$ cat config.mk
export PLATFORM = sky130hd
export DESIGN_NAME = pipd_top
export DESIGN_NICKNAME = d
export VERILOG_FILES = /design/src/logic/pipd_pkg.sv /design/src/logic/pipd_flag_cell.sv /design/src/logic/pipd_top.sv
export VERILOG_INCLUDE_DIRS = /design/src /design/src/logic
export SDC_FILE = /design/constraint.sdc
export NUM_CORES = 1
export LEC_CHECK = 0
export BUFFER_PORTS_ARGS = -buffer_cell sky130_fd_sc_hd__buf_4
export CAP_MARGIN = 20
export CORE_AREA = 2 2 123 125
export CTS_BUF_LIST = sky130_fd_sc_hd__clkbuf_8 sky130_fd_sc_hd__clkbuf_16
export DETAILED_ROUTE_END_ITERATION = 10
export DIE_AREA = 0 0 125 127
export PLACE_DENSITY_LB_ADDON = 0.05
export SETUP_SLACK_MARGIN = 0.5
export SLEW_MARGIN = 25
export SYNTH_ARGS = -nofsm -noshare
export SYNTH_HDL_FRONTEND = slang
export SYNTH_SLANG_ARGS = --single-unit
$ cat constraint.sdc
create_clock -name clk -period 5.7 [get_ports clk]
set_input_delay 1.14 -clock clk [delete_from_list [all_inputs] [get_ports clk]]
set_output_delay 1.14 -clock clk [all_outputs]
set_load 0.05 [all_outputs]
$ cat src/logic/pipd_params.svh
// constants for the interrupt and power-down register block
`ifndef PIPD_PARAMS_SVH
`define PIPD_PARAMS_SVH

// management register addresses
`define PIPD_REG_INTR_CTL 5'h16
`define PIPD_REG_INTR_FLAGS 5'h17
`define PIPD_REG_PD_CTL 5'h18

// interrupt control word fields
`define PIPD_CTL_OUT_EN 15
`define PIPD_CTL_RD_CLR 14
`define PIPD_CTL_POL 13
`define PIPD_CTL_AUTO_CLR 12
`define PIPD_CTL_RESETUP 11
`define PIPD_CTL_RST 16'h0000

// event flags, bit 10 down to 0
`define PIPD_NUM_FLAGS 11
`define PIPD_FL_SLP_WAKE 10
`define PIPD_FL_SLP_ENTRY 9
`define PIPD_FL_AN_DONE 8
`define PIPD_FL_LINK_DOWN 2
`define PIPD_FL_REMOTE_FAULT 1
`define PIPD_FL_LINK_UP 0

// fifo and power-down word fields
`define PIPD_PD_THR_MSB 15
`define PIPD_PD_THR_LSB 12
`define PIPD_PD_SLP_EN 8
`define PIPD_PD_PLL 7
`define PIPD_PD_RX 6
`define PIPD_PD_TX 5
`define PIPD_PD_CDR 4
`define PIPD_PD_RW_MASK 16'hfff0
`define PIPD_PD_RST 16'h2000
`define PIPD_THR_BIAS 6'h03

// management frame
`define PIPD_PRE_LEN 6'h20
`define PIPD_OP_RD 2'b10
`define PIPD_OP_WR 2'b01
`define PIPD_OP_LAST 4'h1
`define PIPD_ADDR_LAST 4'h9
`define PIPD_DATA_LAST 4'hf

`endif

$ cat src/logic/pipd_pkg.sv
// types shared by the interrupt and power-down register block
package pipd_pkg;

    typedef logic [15:0] pipd_word_t;

    typedef enum logic [2:0] {
        pipd_m_pre = 3'b000,
        pipd_m_start = 3'b001,
        pipd_m_op = 3'b010,
        pipd_m_addr = 3'b011,
        pipd_m_ta = 3'b100,
        pipd_m_data = 3'b101
    } pipd_mstate_t;

    typedef enum logic [0:0] {
        pipd_p_awake = 1'b0,
        pipd_p_sleep = 1'b1
    } pipd_pstate_t;

    typedef struct packed {
        logic jabber;
        logic rx_err;
        logic page_rx;
        logic pd_fault;
        logic partner_ack;
        logic link_down;
        logic remote_fault;
        logic link_up;
    } pipd_events_t;

    typedef struct packed {
        logic pll;
        logic rx;
        logic tx_dac;
        logic cdr;
    } pipd_sleep_t;

endpackage : pipd_pkg

$ cat src/logic/pipd_flag_cell.sv
// one sticky event flag with read-clear and auto-clear
`timescale 1ns/1ns
`default_nettype none

module pipd_flag_cell (
    // clock and reset
    input wire logic clk,
    input wire logic rst,
    // event and clear controls
    input wire logic cond,
    input wire logic auto_clr_en,
    input wire logic rd_clr,
    // flag
    output logic flag
);

    logic flag_r;
    logic flag_nxt;

    // a live condition always wins over either clear
    assign flag_nxt = cond | (flag_r & ~rd_clr & ~auto_clr_en);
    assign flag = flag_r;

    always_ff @(posedge clk) begin
        if (rst) begin
            flag_r <= 1'b0;
        end else begin
            flag_r <= flag_nxt;
        end
    end

endmodule : pipd_flag_cell

`default_nettype wire

$ cat src/logic/pipd_top.sv
// interrupt flags, interrupt output and deep power-down control behind the management bus
`timescale 1ns/1ns
`default_nettype none
`include "pipd_params.svh"

// Notes on behaviour
// - eight low interrupt enables, reset disabled
// - jabber sets flag bit 7
// - receive error sets flag bit 6
// - page received sets flag bit 5
// - parallel detect fault sets flag bit 4
// - partner acknowledge sets flag bit 3
// - link lost sets flag bit 2
// - remote fault sets flag bit 1
// - link established sets flag bit 0
// - power-down wake sets flag bit 10
// - power-down entry bit 9, negotiation done 8
// - fifo threshold field, (n+3)*2, resets 2
// - sleep on broken link only when enabled
// - receive block sleeps when bit 6 set
// - transmit dac sleeps when bit 5 set
// - clock recovery sleeps when bit 4 set
// - polarity bit picks interrupt active level
// - reading flags clears them when enabled
// - auto-clear drops flag once condition gone
// - enables for wake, entry, negotiation done
module pipd_top import pipd_pkg::*; (
    // clock and reset
    input wire logic clk,
    input wire logic rst,
    // management serial bus
    input wire logic mdc,
    input wire logic mdio_i,
    output logic mdio_o,
    output logic mdio_oe,
    input wire logic [4:0] phy_addr,
    // line events
    input wire pipd_events_t ev,
    input wire logic an_done,
    input wire logic link_ok,
    // interrupt and power control
    output logic irq,
    output pipd_sleep_t sleep,
    output logic deep_power_down,
    output logic [5:0] fifo_half_thr
);

    ////////////////////////////////////////////////////////////////////////////
    // declarations

    pipd_mstate_t mst_r;
    pipd_mstate_t mst_nxt;
    logic [5:0] pre_cnt_r;
    logic [5:0] pre_nxt;
    logic [3:0] cnt_r;
    logic [3:0] cnt_nxt;
    logic [1:0] op_r;
    logic [1:0] op_nxt;
    logic [9:0] adr_sh_r;
    logic [9:0] adr_nxt;
    logic [15:0] wr_sh_r;
    logic [15:0] wsh_nxt;
    pipd_word_t rd_sh_r;
    pipd_word_t rsh_nxt;
    logic hit_r;
    logic hit_nxt;
    logic mdio_o_r;
    logic mo_nxt;
    logic mdio_oe_r;
    logic moe_nxt;
    logic wr_go;
    logic rd_go;
    logic mdc_prev_r;

    pipd_word_t ctl_r;
    pipd_word_t pd_r;
    pipd_pstate_t pst_r;
    pipd_pstate_t pst_nxt;
    logic [`PIPD_NUM_FLAGS-1:0] flags;
    logic irq_r;
    pipd_sleep_t sleep_r;
    logic [5:0] thr_r;

    ////////////////////////////////////////////////////////////////////////////
    // management frame decode

    wire mdc_rise = mdc & ~mdc_prev_r;
    wire pre_full = (pre_cnt_r == `PIPD_PRE_LEN);
    wire op_ok = (op_r == `PIPD_OP_RD) || (op_r == `PIPD_OP_WR);
    wire [4:0] regad_now = {adr_sh_r[3:0], mdio_i};
    wire phy_hit_now = (adr_sh_r[8:4] == phy_addr);
    wire rd_mode = hit_r && (op_r == `PIPD_OP_RD);
    wire [4:0] wadr = adr_sh_r[4:0];
    wire [15:0] wr_word = {wr_sh_r[14:0], mdio_i};
    wire sel_ctl_rd = (regad_now == `PIPD_REG_INTR_CTL);
    wire sel_flg_rd = (regad_now == `PIPD_REG_INTR_FLAGS);
    wire sel_pd_rd = (regad_now == `PIPD_REG_PD_CTL);
    wire wr_ctl = wr_go && (wadr == `PIPD_REG_INTR_CTL);
    wire wr_pd = wr_go && (wadr == `PIPD_REG_PD_CTL);
    wire [15:0] flag_word = {{(16-`PIPD_NUM_FLAGS){1'b0}}, flags};
    // unmapped addresses answer with zero so the bus never floats mid-frame
    wire [15:0] rd_word = sel_ctl_rd ? ctl_r :
                          sel_flg_rd ? flag_word :
                          sel_pd_rd ? (pd_r & `PIPD_PD_RW_MASK) : 16'h0000;

    always_comb begin
        mst_nxt = mst_r;
        pre_nxt = pre_cnt_r;
        cnt_nxt = cnt_r;
        op_nxt = op_r;
        adr_nxt = adr_sh_r;
        wsh_nxt = wr_sh_r;
        rsh_nxt = rd_sh_r;
        hit_nxt = hit_r;
        mo_nxt = mdio_o_r;
        moe_nxt = mdio_oe_r;
        wr_go = 1'b0;
        rd_go = 1'b0;
        if (mdc_rise) begin
            case (mst_r)
                pipd_m_pre: begin
                    if (mdio_i) begin
                        pre_nxt = pre_full ? pre_cnt_r : pre_cnt_r + 6'h01;
                    end else begin
                        pre_nxt = 6'h00;
                        if (pre_full) begin
                            mst_nxt = pipd_m_start;
                        end
                    end
                end
                pipd_m_start: begin
                    cnt_nxt = 4'h0;
                    mst_nxt = mdio_i ? pipd_m_op : pipd_m_pre;
                end
                pipd_m_op: begin
                    op_nxt = {op_r[0], mdio_i};
                    cnt_nxt = cnt_r + 4'h1;
                    if (cnt_r == `PIPD_OP_LAST) begin
                        cnt_nxt = 4'h0;
                        mst_nxt = pipd_m_addr;
                    end
                end
                pipd_m_addr: begin
                    adr_nxt = {adr_sh_r[8:0], mdio_i};
                    cnt_nxt = cnt_r + 4'h1;
                    if (cnt_r == `PIPD_ADDR_LAST) begin
                        cnt_nxt = 4'h0;
                        hit_nxt = phy_hit_now;
                        mst_nxt = op_ok ? pipd_m_ta : pipd_m_pre;
                        if (op_ok && phy_hit_now && (op_r == `PIPD_OP_RD)) begin
                            rd_go = 1'b1;
                            rsh_nxt = rd_word;
                        end
                    end
                end
                pipd_m_ta: begin
                    if (cnt_r == 4'h0) begin
                        cnt_nxt = 4'h1;
                        if (rd_mode) begin
                            moe_nxt = 1'b1;
                            mo_nxt = 1'b0;
                        end
                    end else begin
                        cnt_nxt = 4'h0;
                        mst_nxt = pipd_m_data;
                        if (rd_mode) begin
                            mo_nxt = rd_sh_r[15];
                            rsh_nxt = {rd_sh_r[14:0], 1'b0};
                        end
                    end
                end
                pipd_m_data: begin
                    cnt_nxt = cnt_r + 4'h1;
                    wsh_nxt = wr_word;
                    if (cnt_r == `PIPD_DATA_LAST) begin
                        mst_nxt = pipd_m_pre;
                        pre_nxt = 6'h00;
                        moe_nxt = 1'b0;
                        mo_nxt = 1'b0;
                        wr_go = hit_r && (op_r == `PIPD_OP_WR);
                    end else if (rd_mode) begin
                        mo_nxt = rd_sh_r[15];
                        rsh_nxt = {rd_sh_r[14:0], 1'b0};
                    end
                end
                default: begin
                    mst_nxt = pipd_m_pre;
                end
            endcase
        end
    end

    always_ff @(posedge clk) begin
        if (rst) begin
            mst_r <= pipd_m_pre;
            pre_cnt_r <= 6'h00;
            cnt_r <= 4'h0;
            op_r <= 2'b00;
            adr_sh_r <= 10'h000;
            wr_sh_r <= 16'h0000;
            rd_sh_r <= 16'h0000;
            hit_r <= 1'b0;
            mdio_o_r <= 1'b0;
            mdio_oe_r <= 1'b0;
            mdc_prev_r <= 1'b0;
        end else begin
            mst_r <= mst_nxt;
            pre_cnt_r <= pre_nxt;
            cnt_r <= cnt_nxt;
            op_r <= op_nxt;
            adr_sh_r <= adr_nxt;
            wr_sh_r <= wsh_nxt;
            rd_sh_r <= rsh_nxt;
            hit_r <= hit_nxt;
            mdio_o_r <= mo_nxt;
            mdio_oe_r <= moe_nxt;
            mdc_prev_r <= mdc;
        end
    end

    ////////////////////////////////////////////////////////////////////////////
    // control registers

    always_ff @(posedge clk) begin
        if (rst) begin
            ctl_r <= `PIPD_CTL_RST;
            pd_r <= `PIPD_PD_RST;
        end else begin
            if (wr_ctl) begin
                ctl_r <= wr_word;
            end
            if (wr_pd) begin
                pd_r <= wr_word & `PIPD_PD_RW_MASK;
            end
        end
    end

    ////////////////////////////////////////////////////////////////////////////
    // deep power-down sequencing

    // wake is taken as link regained or the feature turned off by software
    wire entry_go = (pst_r == pipd_p_awake) && pd_r[`PIPD_PD_SLP_EN] && !link_ok;
    wire wake_go = (pst_r == pipd_p_sleep) && (link_ok || !pd_r[`PIPD_PD_SLP_EN]);
    wire in_sleep = (pst_r == pipd_p_sleep);
    wire [5:0] thr_sum = {2'b00, pd_r[`PIPD_PD_THR_MSB:`PIPD_PD_THR_LSB]} + `PIPD_THR_BIAS;
    wire [5:0] thr_nxt = {thr_sum[4:0], 1'b0};

    assign pst_nxt = entry_go ? pipd_p_sleep : (wake_go ? pipd_p_awake : pst_r);

    always_ff @(posedge clk) begin
        if (rst) begin
            pst_r <= pipd_p_awake;
            sleep_r <= '0;
            thr_r <= 6'h00;
        end else begin
            pst_r <= pst_nxt;
            sleep_r.pll <= in_sleep & pd_r[`PIPD_PD_PLL];
            sleep_r.rx <= in_sleep & pd_r[`PIPD_PD_RX];
            sleep_r.tx_dac <= in_sleep & pd_r[`PIPD_PD_TX];
            sleep_r.cdr <= in_sleep & pd_r[`PIPD_PD_CDR];
            thr_r <= thr_nxt;
        end
    end

    ////////////////////////////////////////////////////////////////////////////
    // event flags

    wire [`PIPD_NUM_FLAGS-1:0] cond = {wake_go, entry_go, an_done, ev};
    // a read that lands with a live condition leaves the flag set
    wire rd_clr_p = rd_go && sel_flg_rd && ctl_r[`PIPD_CTL_RD_CLR];

    for (genvar i = 0; i < `PIPD_NUM_FLAGS; i++) begin : g_flag
        pipd_flag_cell u_cell (
            .clk(clk),
            .rst(rst),
            .cond(cond[i]),
            .auto_clr_en(ctl_r[`PIPD_CTL_AUTO_CLR]),
            .rd_clr(rd_clr_p),
            .flag(flags[i])
        );

    end

    ////////////////////////////////////////////////////////////////////////////
    // interrupt output

    wire irq_act = ctl_r[`PIPD_CTL_OUT_EN] && |(flags & ctl_r[`PIPD_NUM_FLAGS-1:0]);

    always_ff @(posedge clk) begin
        if (rst) begin
            irq_r <= 1'b1;
        end else begin
            irq_r <= ctl_r[`PIPD_CTL_POL] ? irq_act : ~irq_act;
        end
    end

    ////////////////////////////////////////////////////////////////////////////
    // outputs

    assign mdio_o = mdio_o_r;
    assign mdio_oe = mdio_oe_r;
    assign irq = irq_r;
    assign sleep = sleep_r;
    assign deep_power_down = pst_r;
    assign fifo_half_thr = thr_r;
endmodule : pipd_top

`default_nettype wire

# Word level (Yosys, flattened, before mapping)
# Cells that the tools add are included.
[totals]
memories = 0
romBits = 0
word_cells = 187
in_bits = 19
mem_bits_rw = 0
output_inout_bits = 14
latchBits = 0
ff_bits = 110
[classes]
bitwise_logic = 44
n_eq_ne = 29
div_mod_pow = 0
n_shift = 0
n_mux = 45
n_lt_le_gt_ge = 0
n_reduce_logical = 34
addsub = 3
n_mul = 0
[op_table]
columns = ["operator", "n"]
rows = [
  ["two-way mux 16 bit", 8],
  ["one-hot mux 16 bit (3 select lines)", 1],
  ["AND 1 bit", 27],
  ["equality test 5 bit (second input constant)", 5],
  ["two-way mux 3 bit", 7],
  ["!= test 2 bit (second input constant)", 10],
  ["one-hot mux 4 bit (5 select lines)", 1],
  ["two-way mux 1 bit", 18],
  ["two-way mux 6 bit", 3],
  ["one-hot mux 3 bit (6 select lines)", 1],
  ["logical AND 1 bit", 12],
  ["one-hot mux 6 bit (2 select lines)", 1],
  ["AND 11 bit", 1],
  ["OR 1 bit", 11],
  ["OR reduction 11 bit", 1],
  ["equality test 4 bit (second input constant)", 2],
  ["two-way mux 4 bit", 2],
  ["AND reduction 2 bit", 4],
  ["AND reduction 7 bit", 1],
  ["adder 6 x 1 -> 6 bit (second input constant)", 1],
  ["equality test 3 x 2 -> 1 bit (second input constant)", 2],
  ["equality test 3 bit (second input constant)", 2],
  ["equality test 6 bit (second input constant)", 1],
  ["!= test 3 bit (second input constant)", 2],
  ["21 further kinds", 31],
]

# Logic depth before layout (Yosys ltp)
[logic_depth]
depth_word = 14
depth_mapped = 9
mapped_depth_nobuf = 7

# Hierarchy
# From an unflattened synthesis, not the netlist that was laid out.
[unflattened]
hier_cells = 612
hier_area_um2 = 5101.1
[by_module_without_submodules]
columns = ["module", "cells_each", "area_each_um2", "seq_area_each_um2", "n_inst"]
rows = [
  ["pipd_top", 568, 4688.2, 1961.9, 1],
  ["pipd_flag_cell", 4, 37.5, 20.0, 11],
]

# Worst setup path after synthesis
# Ideal clock, no wire load.
[synth_path]
path_kind = "input port to flip-flop"
from = "input mdc"
to = "register pd_r[13]"
t_arrival_ns = 2.720
path_stages = 7
n_path_buf = 2
setup_slack_ns = 2.851
setup_ns = 0.130
required_ns = 5.570
cell_sequence = "nand3b_4 > or4_4 > or4b_1 > buf_2 > buf_6 > mux2i_1 > nand2_1"
[synth_between]
elab_chain_len = 3
[synth_lines]
columns = ["item", "line", "text"]
rows = [
  ["from (decl)", "pipd_top.sv:32", "input wire logic mdc,"],
  ["AND 1 bit", "pipd_top.sv:87", "wire mdc_rise = mdc & ~mdc_prev_r;"],
  ["two-way mux 1 bit", "pipd_top.sv:119", "if (mdc_rise) begin"],
  ["logical AND 1 bit", "pipd_top.sv:99", "wire wr_pd = wr_go && (wadr == `PIPD_REG_PD_CTL);"],
  ["to (signal assigned)", "pipd_top.sv:227", "pd_r <= `PIPD_PD_RST;"],
  ["to (signal assigned)", "pipd_top.sv:233", "pd_r <= wr_word & `PIPD_PD_RW_MASK;"],
  ["to (decl)", "pipd_top.sv:76", "pipd_word_t pd_r;"],
]
# Every way passes these cells.
# A chain may end at the register's enable or synchronous reset.

# Final worst setup path
[layout_path]
from = "register mst_r[2]"
to = "register pd_r[14]"
[layout_between]
elab_chain_len = 4
[layout_lines]
columns = ["item", "line", "text"]
rows = [
  ["from (decl)", "pipd_top.sv:51", "pipd_mstate_t mst_r;"],
  ["from (signal assigned)", "pipd_top.sv:195", "mst_r <= pipd_m_pre;"],
  ["from (signal assigned)", "pipd_top.sv:207", "mst_r <= mst_nxt;"],
  ["equality test 3 bit", "pipd_top.sv:120", "case (mst_r)"],
  ["two-way mux 1 bit", "pipd_top.sv:120", ""],
  ["two-way mux 1 bit", "pipd_top.sv:119", ""],
  ["logical AND 1 bit", "pipd_top.sv:99", ""],
]
# Every way passes these cells.

==> flow_metrics.py <==
metrics = {
    "drt": {
        "wire_per_inst_um": 16.66,
        "drt_iter0_drc": 242,
        "viasPerCell": 5.142,
        "ant_nets": 0,
        "vias": 3862,
        "firstDrtPassIters": 6,
        "drc": 0,
        "drt_wl_total_um": 12520,
    },
    "sta": {
        "max_freq_mhz": 315.2,
        "skew_ns": 0.01080,
        "rsz0062_at_grt": "no",
        "min_period_ns": 3.172,
        "finalCritPeriodShare_pct": 55.65,
        "relSlewSlack_pct": 33.55,
        "setup_violations": 0,
        "hold_viol_final": 0,
        "finalSetupTns_ns": 0,
        "worstMarginPinSlew_ns": 0.9968,
        "slew_violations": 0,
    },
    "worst_setup_path": {
        "cp.required_ns": 5.91,
        "path_buf_inv": 0,
        "crit_cells": 5,
        "crit_chain": "nand2b_1, or4_4, or4b_1, mux2i_1, nor2_1",
        "slowest_delay_ns": 0.88,
        "worstPathArrival_ns": 3.38,
        "reg2regPathDepth": 5,
        "crit_type": "reg -> reg",
        "slowest_stage": "or4b_1",
        "crit_path_start_kind": "register",
        "crit_path_max_fanout": 21,
        "path_delay_family": "simple AND/OR/NAND/NOR gates",
        "endpoint_kind": "register",
    },
    "global_route": {
        "grt_pass1_wl_um": 20430,
        "met2_usage_pct": 26.79,
        "antenna_found_initial": 0,
        "met1_usage_pct": 21.03,
        "use_met3_pct": 2.806,
        "grt_max_degree": 92,
        "overflow": 0,
        "grt_usage_pct": 16.17,
        "grt_pass1_vias": 3754,
        "top_usage_layer": "met2",
    },
    "yosys": {
        "ys_seq_elements": 109,
        "synth.top_cell.area_share_pct": 45.17,
        "postSynthAreaPerCell_sq_um": 8.767,
        "syn-num-nets": 578,
        "async_reset_ff_share_pct": 0,
        "synth.largest_area_cell": "dfxtp_1",
        "synthCells": 551,
        "ys_seq_area_share_pct": 45.17,
        "ys.flop_type": "dfxtp_1",
        "synth.area.top_cells": "dfxtp_1 (45%), mux2i_1 (7.5%), nor2_1 (5.3%)",
        "ys_types": 55,
        "ys_warn_count": 0,
        "syn_area_sq_um": 4831,
        "synth_edf_count": 0,
    },
    "pwr": {
        "power.clock.fraction_pct": 41.1,
        "cellLeakagePower_nw": 2.089,
        "power_density_nw_per_um2": 266.9,
        "irDropWorstVdd_uv": 141.4,
        "p_sw_mw": 0.3529,
        "total_power_mw": 1.460,
        "switching_share_pct": 24.18,
        "p_int_mw": 1.107,
        "p_seq_share_pct": 53.6,
        "power_frac_comb_pct": 5.2,
    },
    "clock_network": {
        "cts_buffers": 9,
        "path_clk_slew_ns": 0.07,
        "ctsResizeCount": 0,
        "clk_latency_ns": 0.36,
        "cts_hold_buffers": 0,
        "numClockSinks": 109,
        "htreeDepth": 3,
        "cts_tree": "built",
        "cts_root_buf": "clkbuf_16",
        "clockBufferDepth": 2,
        "post-cts-setup-buffer-count": 0,
    },
    "floorplanning": {
        "die-area_sq_um": 15880,
        "fp.dieW_um": 125,
        "initial_core_util_pct": 33.49,
        "chipHeight_um": 127,
        "core-area_sq_um": 14420,
        "pin_count": 33,
        "rows": 44,
    },
    "layout": {
        "syn_to_final_growth_pct": 13.21,
        "postLayoutCellArea_sq_um": 5469,
        "drive_gt1_share_pct": 12.70,
        "fin_cells": 751,
        "nNetsFinal": 589,
        "fin_util_pct": 37.92,
        "antennaDiodeCount": 0,
    },
    "min_path": {
        "hold_class": "reg -> reg",
        "min_delay_path_depth": 2,
    },
    "run": {
        "maxCapViolations": 0,
    },
    "placed_design": {
        "placed_cell_area_sq_um": 5176,
        "gp_congestion": 0.7320,
        "dp.cells": 735,
        "portBuffers": 31,
        "dp_hpwl_um": 8384,
    },
    "run_status": {
        "status": "complete, no violations",
    },
}
## worst paths after layout
| check | startpoint | to | slack (ns) |
|---|---|---|---|
| worst max-delay path | mst_r[2]$_SDFFE_PP0P_ | pd_r[14]$_SDFFE_PP0P_ | 2.53 |
| worst max register to register | mst_r[2]$_SDFFE_PP0P_ | pd_r[14]$_SDFFE_PP0P_ | 2.53 |
| worst min-delay path | rd_sh_r[5]$_SDFFE_PP0P_ | rd_sh_r[5]$_SDFFE_PP0P_ | 0.46 |
| worst min register to register | rd_sh_r[5]$_SDFFE_PP0P_ | rd_sh_r[5]$_SDFFE_PP0P_ | 0.46 |
## layout make-up
class	instances	area (sq um)
repair buffers	34	255.2
clock inverters	6	40.04
fillers	1510	8955
flip-flops and latches	109	2182
clock buffers	10	239.0
multi-input cells	396	2477
inverters	12	45.04
well taps	184	230.2
## cell usage after synthesis (2+ instances only)
cell type  number
a21boi_0        2
a21o_1          5
a21oi_1        48
a221oi_1       11
a222oi_1        2
a22o_1          3
a22oi_1         8
a31o_2          4
a31oi_1         2
and2_1          5
and3_1          2
buf_1           3
buf_2           4
buf_4           2
buf_6           2
clkbuf_1       23
dfxtp_1       109
ha_1            8
inv_1          12
mux2_2         10
mux2i_1        36
nand2_1        63
nand2b_1        5
nand3_1         9
nand3b_1        3
nand4_1         4
nand4b_1        2
nor2_1         68
nor2b_1        16
nor3_1          5
nor3b_1         3
nor4_1          2
nor4b_1         2
o21ai_0        33
or3_1           2
xor2_1         14
## worst min-delay path: stages, from the launching register on
cell and delay (ns):
dfxtp_1 0.31, nand2_1 0.05, mux2i_1 0.06
## power by group through the flow
stage	clock network, mW	registers, mW	logic (mW)
3_3_place_gp	0	0.801	0.0767
4_1_cts	0.621	0.783	0.0776
6_report	0.600	0.783	0.0766
2_1_floorplan	0	0.796	0.0544
5_1_grt	0.650	0.784	0.0860
3_5_place_dp	0	0.801	0.0771
## sequential cells by signal, indices dropped and copies added (netlist names)
name,flops
g_flag.u_cell.flag,11
rd_sh_r,16
ctl_r,16
mdc_prev_r,1
pd_r,12
cnt_r,4
irq,1
deep_power_down,1
op_r,2
adr_sh_r,9
wr_sh_r,15
mst_r,3
hit_r,1
fifo_half_thr,5
pre_cnt_r,6
mdio_o,1
mdio_oe,1
sleep,4
## routing by layer
layer  share of wire (%)  wire, um
met4                 1.9       236
met1                  48      6046
met5                   0         0
met2                  47      5859
met3                 3.0       372
## stage by stage
step | hold WS, ns | setup slack, ns
3_3_place_gp | 0.4466 | 2.232
6_report | 0.4612 | 2.528
3_5_place_dp | 0.4514 | 2.332
5_1_grt | 0.4854 | 2.349
2_1_floorplan | 0.4338 | 2.851
4_1_cts | 0.4617 | 2.542
## cells by family (layout without fill, tap and decap cells)
family	count (synthesis)	in the layout	synth area share, %
AOI/OAI and AO/OA	125	125	15.90
other	1	1	0.07763
xor gates and xnor gates	15	15	2.720
adders and majority gates	8	8	2.072
buffers and inverters	46	62	4.144
and+or+nand+nor	201	201	20.12
DFF	109	109	45.17
muxes	46	46	9.790
## cells in the final DEF, fill, tap and decap left out, drive strengths merged, types with 5 or more instances in the layout
master / Yosys / final
clkinv: 0 / 5
nor3: 6 / 6
mux2i: 36 / 36
a21o: 5 / 5
o21ai: 34 / 34
xor2: 14 / 14
a22oi: 8 / 8
nand3: 9 / 9
nand2b: 5 / 5
clkbuf: 23 / 10
and2: 5 / 5
inv: 12 / 13
buf: 11 / 34
a21oi: 48 / 48
nor2b: 16 / 16
nand2: 63 / 63
dfxtp: 109 / 109
nor2: 68 / 68
ha: 8 / 8
a221oi: 11 / 11
mux2: 10 / 10
Note: power is estimated with default switching activity, not from simulation.
